==> src/shared/irq_bank_pkg.sv <==
// Purpose: constants, masks and carriers for the interrupt flag/enable bank
// Assumes: APB slave, 32-bit data, 16-bit registers in the low half of each word
// Notes: offsets are per-word byte addresses
//
// Behaviour
// - Source request sets its flag bit
// - Unassigned bits ignore writes, read zero
// - Flag register zero source layout
// - Flag register one source layout
// - Flag register two: timer3 gate bit 5
// - Flag register three: syncport2 collision/event
// - Flag register four: voltage, serial errors
// - Flag register five: low power wake
// - Small variants drop second-instance bits
// - Enable register one mirrors flag one
// - Enable gates request, flag untouched
package irq_bank_pkg;

  // ****************************************
  // Register map
  // ****************************************
  localparam int NUM_REGS = 6;
  localparam logic [7:0] FLAG_BASE = 8'h00;
  localparam logic [7:0] ENABLE_BASE = 8'h20;
  localparam logic [7:0] IRQ_STATUS_OFFS = 8'h40;
  localparam logic [7:0] IRQ_MASK_OFFS = 8'h44;
  localparam logic [7:0] CONFIG_OFFS = 8'h48;
  localparam logic [15:0] RESET_VALUE = 16'h0000;
  localparam logic [31:0] SLVERR_DATA = 32'h00000000;

  // ****************************************
  // Implemented bits, full and small variants
  // ****************************************
  localparam logic [15:0] FULL_MASK [NUM_REGS] = '{
    16'hB9CD, 16'hEA1F, 16'h0020, 16'h0006, 16'h0106, 16'h0001};
  localparam logic [15:0] SMALL_MASK [NUM_REGS] = '{
    16'hB9CD, 16'h201F, 16'h0020, 16'h0000, 16'h0102, 16'h0001};

  // Event bits of the bank's own status register
  localparam int EV_REQUEST = 0;
  localparam int EV_FORCE = 1;
  localparam int EV_CLEAR = 2;
  localparam int EV_BITS = 3;

  typedef struct packed {
    logic [15:0] bits;
  } flag_word_t;

  typedef struct packed {
    logic [7:0] addr;
    logic [31:0] wdata;
    logic write;
  } apb_req_t;

endpackage : irq_bank_pkg

==> src/rtl/flag_cell_row.sv <==
// Purpose: one 16-bit flag register with hardware set and software write
// Assumes: set pulses are synchronous to ref_clk
// Notes: a hardware set wins over a software clear in the same cycle
`timescale 1ns/1ps
module flag_cell_row #(
  parameter logic [15:0] IMPL = 16'hFFFF
) (
  input wire logic ref_clk,
  input wire logic reset,
  input wire logic [15:0] set_req,
  input wire logic wr_en,
  input wire logic [15:0] wr_data,
  output logic [15:0] flags
);

  logic [15:0] flags_ff;
  logic [15:0] nxt_flags;

  // Write replaces, source requests OR on top so none is lost
  always_comb begin
    nxt_flags = flags_ff;
    if (wr_en) begin
      nxt_flags = wr_data;
    end
    nxt_flags = (nxt_flags | set_req) & IMPL;
  end

  // Flags never clear by themselves
  always_ff @(posedge ref_clk) begin
    if (reset) begin
      flags_ff <= irq_bank_pkg::RESET_VALUE;
    end else begin
      flags_ff <= nxt_flags;
    end
  end

  assign flags = flags_ff;

endmodule : flag_cell_row

==> src/rtl/irq_flag_bank.sv <==
// Purpose: interrupt flag and enable register bank behind an APB slave
// Assumes: source requests are synchronous one-cycle or level pulses
// Notes: serviced request vector is registered; small variant via parameter
//
// Decided for this implementation: the register addresses and the APB register port.
`timescale 1ns/1ps
module irq_flag_bank #(
  parameter bit SMALL_VARIANT = 1'b0
) (
  input wire logic ref_clk,
  input wire logic reset,
  input wire logic psel,
  input wire logic penable,
  input wire logic pwrite,
  input wire logic [7:0] paddr,
  input wire logic [31:0] pwdata,
  output logic [31:0] prdata,
  output logic pready,
  output logic pslverr,
  input wire logic [15:0] src_req_0,
  input wire logic [15:0] src_req_1,
  input wire logic [15:0] src_req_2,
  input wire logic [15:0] src_req_3,
  input wire logic [15:0] src_req_4,
  input wire logic [15:0] src_req_5,
  output logic [15:0] pending_0,
  output logic [15:0] pending_1,
  output logic [15:0] pending_2,
  output logic [15:0] pending_3,
  output logic [15:0] pending_4,
  output logic [15:0] pending_5,
  output logic any_pending,
  output logic irq
);

  // ****************************************
  // Decode helpers
  // ****************************************

  // Implemented bits of one register for the chosen variant
  function automatic logic [15:0] impl_mask(input int idx);
    if (SMALL_VARIANT) begin
      impl_mask = irq_bank_pkg::SMALL_MASK[idx];
    end else begin
      impl_mask = irq_bank_pkg::FULL_MASK[idx];
    end
  endfunction : impl_mask

  // Hit on one word of an 8-word window
  function automatic logic word_hit(input logic [7:0] addr, input logic [7:0] base, input int idx);
    word_hit = (addr == (base + 8'(idx * 4)));
  endfunction : word_hit

  irq_bank_pkg::apb_req_t req;
  logic access;
  logic wr_access;
  logic rd_access;

  // First access cycle is taken; a write lands only at the pready edge the master sees
  assign req = '{addr: paddr, wdata: pwdata, write: pwrite};
  assign access = psel && penable && !pready;
  assign wr_access = psel && penable && pready && req.write;
  assign rd_access = access && !req.write;

  // ****************************************
  // Flag and enable registers
  // ****************************************
  logic [15:0] src_vec [irq_bank_pkg::NUM_REGS];
  irq_bank_pkg::flag_word_t flag_vec [irq_bank_pkg::NUM_REGS];
  logic [15:0] enable_ff [irq_bank_pkg::NUM_REGS];
  logic [15:0] serviced [irq_bank_pkg::NUM_REGS];
  logic [irq_bank_pkg::NUM_REGS-1:0] flag_wr;
  logic [irq_bank_pkg::NUM_REGS-1:0] enable_wr;

  assign src_vec[0] = src_req_0;
  assign src_vec[1] = src_req_1;
  assign src_vec[2] = src_req_2;
  assign src_vec[3] = src_req_3;
  assign src_vec[4] = src_req_4;
  assign src_vec[5] = src_req_5;

  genvar gi;
  generate
    for (gi = 0; gi < irq_bank_pkg::NUM_REGS; gi++) begin : g_reg
      assign flag_wr[gi] = wr_access && word_hit(req.addr, irq_bank_pkg::FLAG_BASE, gi);
      assign enable_wr[gi] = wr_access && word_hit(req.addr, irq_bank_pkg::ENABLE_BASE, gi);

      // Flag row, masked per variant so absent sources never set
      flag_cell_row #(
        .IMPL(impl_mask(gi))
      ) u_row (
        .ref_clk(ref_clk),
        .reset(reset),
        .set_req(src_vec[gi]),
        .wr_en(flag_wr[gi]),
        .wr_data(req.wdata[15:0]),
        .flags(flag_vec[gi].bits)
      );

      // Enable bits share the flag layout, clear at reset
      always_ff @(posedge ref_clk) begin
        if (reset) begin
          enable_ff[gi] <= irq_bank_pkg::RESET_VALUE;
        end else if (enable_wr[gi]) begin
          enable_ff[gi] <= req.wdata[15:0] & impl_mask(gi);
        end
      end

      // Enable gates forwarding only; flag left as is
      assign serviced[gi] = flag_vec[gi].bits & enable_ff[gi];
    end
  endgenerate

  // Registered forwarding so outputs come from flip-flops
  logic [15:0] pending_ff [irq_bank_pkg::NUM_REGS];
  logic any_pending_ff;
  logic [irq_bank_pkg::NUM_REGS-1:0] row_any;

  generate
    for (gi = 0; gi < irq_bank_pkg::NUM_REGS; gi++) begin : g_any
      assign row_any[gi] = |serviced[gi];
    end
  endgenerate

  // Pending vector to the CPU arbitration
  always_ff @(posedge ref_clk) begin
    if (reset) begin
      pending_ff <= '{default: 16'h0000};
      any_pending_ff <= 1'b0;
    end else begin
      pending_ff <= serviced;
      any_pending_ff <= |row_any;
    end
  end

  assign pending_0 = pending_ff[0];
  assign pending_1 = pending_ff[1];
  assign pending_2 = pending_ff[2];
  assign pending_3 = pending_ff[3];
  assign pending_4 = pending_ff[4];
  assign pending_5 = pending_ff[5];
  assign any_pending = any_pending_ff;

  // ****************************************
  // Bank event status and interrupt
  // ****************************************
  logic [irq_bank_pkg::EV_BITS-1:0] ev_status_ff;
  logic [irq_bank_pkg::EV_BITS-1:0] ev_mask_ff;
  logic [irq_bank_pkg::EV_BITS-1:0] ev_set;
  logic [irq_bank_pkg::EV_BITS-1:0] ev_clr;
  logic irq_ff;
  logic any_src;
  logic any_force;
  logic any_clear;
  logic [irq_bank_pkg::NUM_REGS-1:0] src_hit;
  logic [irq_bank_pkg::NUM_REGS-1:0] wr_ones;

  generate
    for (gi = 0; gi < irq_bank_pkg::NUM_REGS; gi++) begin : g_ev
      assign src_hit[gi] = |(src_vec[gi] & impl_mask(gi));
      assign wr_ones[gi] = flag_wr[gi] && |(req.wdata[15:0] & impl_mask(gi) & ~flag_vec[gi].bits);
    end
  endgenerate

  // Events: new request, software force, any software write to a flag register
  assign any_src = |src_hit;
  assign any_force = |wr_ones;
  assign any_clear = |flag_wr;
  assign ev_set = {any_clear, any_force, any_src};
  assign ev_clr = (wr_access && req.addr == irq_bank_pkg::IRQ_STATUS_OFFS) ?
    req.wdata[irq_bank_pkg::EV_BITS-1:0] : '0;

  // Sticky, write one to clear; a new event beats the clear
  always_ff @(posedge ref_clk) begin
    if (reset) begin
      ev_status_ff <= '0;
    end else begin
      ev_status_ff <= (ev_status_ff & ~ev_clr) | ev_set;
    end
  end

  // Mask register for the event interrupt
  always_ff @(posedge ref_clk) begin
    if (reset) begin
      ev_mask_ff <= '0;
    end else if (wr_access && req.addr == irq_bank_pkg::IRQ_MASK_OFFS) begin
      ev_mask_ff <= req.wdata[irq_bank_pkg::EV_BITS-1:0];
    end
  end

  // Level interrupt, one cycle behind the status
  always_ff @(posedge ref_clk) begin
    if (reset) begin
      irq_ff <= 1'b0;
    end else begin
      irq_ff <= |(ev_status_ff & ev_mask_ff);
    end
  end

  assign irq = irq_ff;

  // ****************************************
  // APB read and response
  // ****************************************
  logic [31:0] rd_word;
  logic addr_ok;
  logic [31:0] prdata_ff;
  logic pready_ff;
  logic pslverr_ff;

  // Read mux; unimplemented bits already zero in storage
  always_comb begin
    rd_word = irq_bank_pkg::SLVERR_DATA;
    addr_ok = 1'b0;
    for (int i = 0; i < irq_bank_pkg::NUM_REGS; i++) begin
      if (word_hit(req.addr, irq_bank_pkg::FLAG_BASE, i)) begin
        rd_word = {16'h0000, flag_vec[i].bits};
        addr_ok = 1'b1;
      end
      if (word_hit(req.addr, irq_bank_pkg::ENABLE_BASE, i)) begin
        rd_word = {16'h0000, enable_ff[i]};
        addr_ok = 1'b1;
      end
    end
    if (req.addr == irq_bank_pkg::IRQ_STATUS_OFFS) begin
      rd_word = {29'h00000000, ev_status_ff};
      addr_ok = 1'b1;
    end
    if (req.addr == irq_bank_pkg::IRQ_MASK_OFFS) begin
      rd_word = {29'h00000000, ev_mask_ff};
      addr_ok = 1'b1;
    end
    if (req.addr == irq_bank_pkg::CONFIG_OFFS) begin
      rd_word = {31'h00000000, SMALL_VARIANT};
      addr_ok = !req.write;
    end
  end

  // One wait state: pready rises in the second access cycle
  always_ff @(posedge ref_clk) begin
    if (reset) begin
      pready_ff <= 1'b0;
      pslverr_ff <= 1'b0;
      prdata_ff <= 32'h00000000;
    end else begin
      pready_ff <= access;
      pslverr_ff <= access && !addr_ok;
      prdata_ff <= rd_access ? rd_word : 32'h00000000;
    end
  end

  assign pready = pready_ff;
  assign pslverr = pslverr_ff;
  assign prdata = prdata_ff;

endmodule : irq_flag_bank

==> config.mk <==
export PLATFORM = sky130hd
export DESIGN_NAME = irq_flag_bank
export DESIGN_NICKNAME = d
export VERILOG_FILES = /design/src/shared/irq_bank_pkg.sv /design/src/rtl/flag_cell_row.sv /design/src/rtl/irq_flag_bank.sv
export SDC_FILE = /design/constraint.sdc
export NUM_CORES = 1
export LEC_CHECK = 0
export BUFFER_PORTS_ARGS = -buffer_cell sky130_fd_sc_hd__buf_2
export CORE_UTILIZATION = 45
export DETAILED_ROUTE_END_ITERATION = 10
export GPL_TIMING_DRIVEN = 0
export MAX_ROUTING_LAYER = met4
export PLACE_DENSITY = 0.87
export SETUP_SLACK_MARGIN = 0.15
export SLEW_MARGIN = 25
export SYNTH_ARGS = -nofsm -noshare
export SYNTH_HDL_FRONTEND = slang
export SYNTH_SLANG_ARGS = --single-unit
==> constraint.sdc <==
create_clock -name ref_clk -period 5.2 [get_ports ref_clk]
set_input_delay 0.52 -clock ref_clk [delete_from_list [all_inputs] [get_ports ref_clk]]
set_output_delay 0.52 -clock ref_clk [all_outputs]
set_load 0.01 [all_outputs]
==> run summary <==
Pin count of the biggest net entering global routing = 18
# diodes = 0
CP Data Arrival Time = 3.05 ns
Kind of cell adding the most delay to the critical path = simple AND/OR/NAND/NOR gates
Mapped Area = 5310 um2
Mean Syn Cell Area = 8.91 um2
Min Tclk post-route = 3.09 ns
Main area contributors after synthesis = dfxtp_1 30%, edfxtp_1 15%, buf_4 12%
Worst-Margin Slew = 1.07 ns
Clock sinks = 106
Most Frequent Cell on Critical Path = buf_2
Antenna Nets Post-Route = 0
LEAKAGE = 3.03 nW
Max-Cap Viols = 0
TritonCTS buffer count = 9
Synth unique cells = 60
WP depth = 6
CP cell instances = buf_2 -> nor3_1 -> nand2_1 -> buf_2 -> buf_2 -> o21bai_1
Top Ports = 273
Main synth FF type = dfxtp_1
Final hold violation count = 0
Worst reg2reg path depth = 6
Die ar. = 12,200 um2
Synth Warn # = 0
PortBufs = 98
M1 GR Usage = 0.313
# hold bufs at CTS = 0
Worst Skew = 0.0106 ns
Met2 Usage GRT = 0.395
Period utilization = 0.593
Outcome = completed
RSZ-0062 raised after global routing = false
Global-route wire length before repair = 23,500 um
Fillers = 984
Vias per inst = 5.27
Die H = 111 um
Initial antenna violation count = 0
Maximum VDD drop = 0.308 mV
GR peak layer = met2
Starting Density = 0.463
Post-Syn Instances = 596
GP Congestion = 0.963
Hold Crit Depth = 3
PwrDens = 275 nW/um2
FFs w/ async S/R, synth = 0
# setup viols final = 0
Met3 usage = 0.0503
Setup TNS = 0 ns
Synth top area share = 0.298
Setup crit end kind = flop
Gr usage total = 0.255
Nature of the critical path startpoint = input port
Core box area = 11,500 um2
Total number of vias = 4,943
Largest area contributor in the netlist = dfxtp_1
Residual DRC = 0
Share of cells above drive strength 1 = 0.296
Setup CP Type = in -> reg
Hold Path Class = in -> reg
Worst-path clk slew = 0.07 ns
Area grow syn2layout = 24.2%
Clock Latency Late Sink = 0.35 ns
CTS tree = built
Clock tree buffer depth = 2
Setup Buffers After CTS = 0
H-tree levels = 3
Cts repair resizes = 0
Crit-path slowest cell = o21bai_1
Slew Limit Fails = 0
Crit-path max cell delay = 0.85 ns
Chip Width = 111 um
Final Core Density = 0.575
Buf/Inv on CP = 3
Congestion Overflow GR = 0
# rows = 39
Root Driver = clkbuf_16
HPWL after DPL = 11,800 um
Number of global-route vias before repair = 4,433
WL final = 15,400 um
Drt first-iter violations = 625
Slew HR = 0.286
FF+latch count, synth = 106
Fmax = 324 MHz
Final nets = 931
Worst path required time = 5.17 ns
DR pass1 iterations = 5
Crit Path Max Fanout = 10
Routed wire per std cell = 16.4 um
Sequential-to-total area share from yosys stat = 0.450
Number of synthesized flops with an enable pin = 27
power breakdown:
part / switching, mW / leakage (nW) / total (mW) / internal, mW
Combinational: 0.136 / 1.95 / 0.237 / 0.101
Clock: 0.305 / 0.147 / 0.681 / 0.375
Sequential: 0.0242 / 0.930 / 0.896 / 0.872
Total: 0.465 / 3.03 / 1.81 / 1.35
cell type report:
type	count	area, um2	share of cell area
clock inverters	6	66.3	0.0101
multi-input cells	429	2350	0.356
clock buffers	10	229	0.0347
repair buffers	98	490	0.0744
well taps	143	179	0.0271
flip-flops and latches	106	2390	0.363
plain buffers	112	764	0.116
inverters	34	128	0.0193
cell families after synthesis:
| family | synth area share |
|---|---|
| simple gates | 0.215 |
| mux | 0.0471 |
| flops | 0.450 |
| compound gates | 0.119 |
| other cells | 0.000706 |
| buf+inv | 0.168 |
placed cells by master (no fill, tap or decap), types with 4 or more instances in the layout:
master	count
a211oi_1	12
a31oi_1	16
nor3_1	39
buf_4	87
nand2_1	69
conb_1	86
inv_1	33
o21ai_0	9
a22oi_1	9
mux2_2	6
and3_1	4
nor2_1	51
a21oi_1	14
or3_1	6
mux2i_1	16
nand4_1	8
edfxtp_1	27
o21bai_1	6
o22ai_1	12
nor4_1	17
clkbuf_16	9
dfxtp_1	79
clkbuf_1	15
buf_2	106
synth_stat cells (2+ instances only):
cell type / instances
mux2_2: 6
or3_1: 6
nand4_1: 8
nor3_1: 39
or2_2: 2
mux2i_1: 16
nand2b_1: 3
o22ai_1: 12
o2111ai_1: 2
and3_1: 4
a211oi_1: 12
o31ai_1: 2
a21oi_1: 14
buf_1: 2
nand3_1: 3
o21bai_1: 6
o21ai_0: 9
nand2_1: 69
nor3b_2: 2
nor2_2: 3
nand2_2: 2
clkbuf_1: 14
inv_1: 33
o32ai_1: 2
edfxtp_1: 27
a31oi_1: 16
nor4_1: 17
buf_4: 87
dfxtp_1: 79
nor3_2: 2
a22oi_1: 9
buf_2: 8
and3b_1: 2
or4b_2: 2
nor2_1: 51
worst min-delay path, stage by stage:
cell      delay (ns)
buf_2           0.09
a211oi_1        0.04
nor2_1          0.07
per-stage QoR:
stage	worst slack, ns	power, mW	cells	cell area [um2]	hold WS, ns
finish	2.11	1.81	938	6600	0.411
global route	1.97	1.87	938	6600	0.417
CTS	2.22	1.80	938	6600	0.404
detailed placement	1.85	1.14	922	6300	0.490
global placement	1.85	1.14	922	6300	0.480
floorplan	2.64	1.07	681	5630	0.446
layer usage:
layer,vias to the layer above,wire length (um)
met3,49,1830
met4,0,607
met1,2228,5910
li1,2315,-
met2,351,7030
met5,-,0
sequential cells by signal, summed over array words and instances (netlist names), 2 cells and up:
signal,count
g.u_row.flags,27
prdata,15
ev_mask_ff,3
pending_3,2
pending_4,3
enable_ff,27
pending_0,10
ev_status_ff,3
pending_1,10
worst paths after layout:
check	start	endpoint	slack (ns)
worst max-delay path	paddr[7]	enable_ff[0][2]$_SDFFCE_PN0P_	2.11
worst min-delay path	src_req_0[7]	g_reg[0].u_row.flags[7]$_SDFF_PP0_	0.41
worst max register to register	pready$_SDFF_PP0_	enable_ff[2][5]$_DFFE_PP_	2.98
worst min register to register	ev_mask_ff[0]$_SDFFE_PP0P_	ev_mask_ff[0]$_SDFFE_PP0P_	0.50
(Power assumes the default switching activity.)
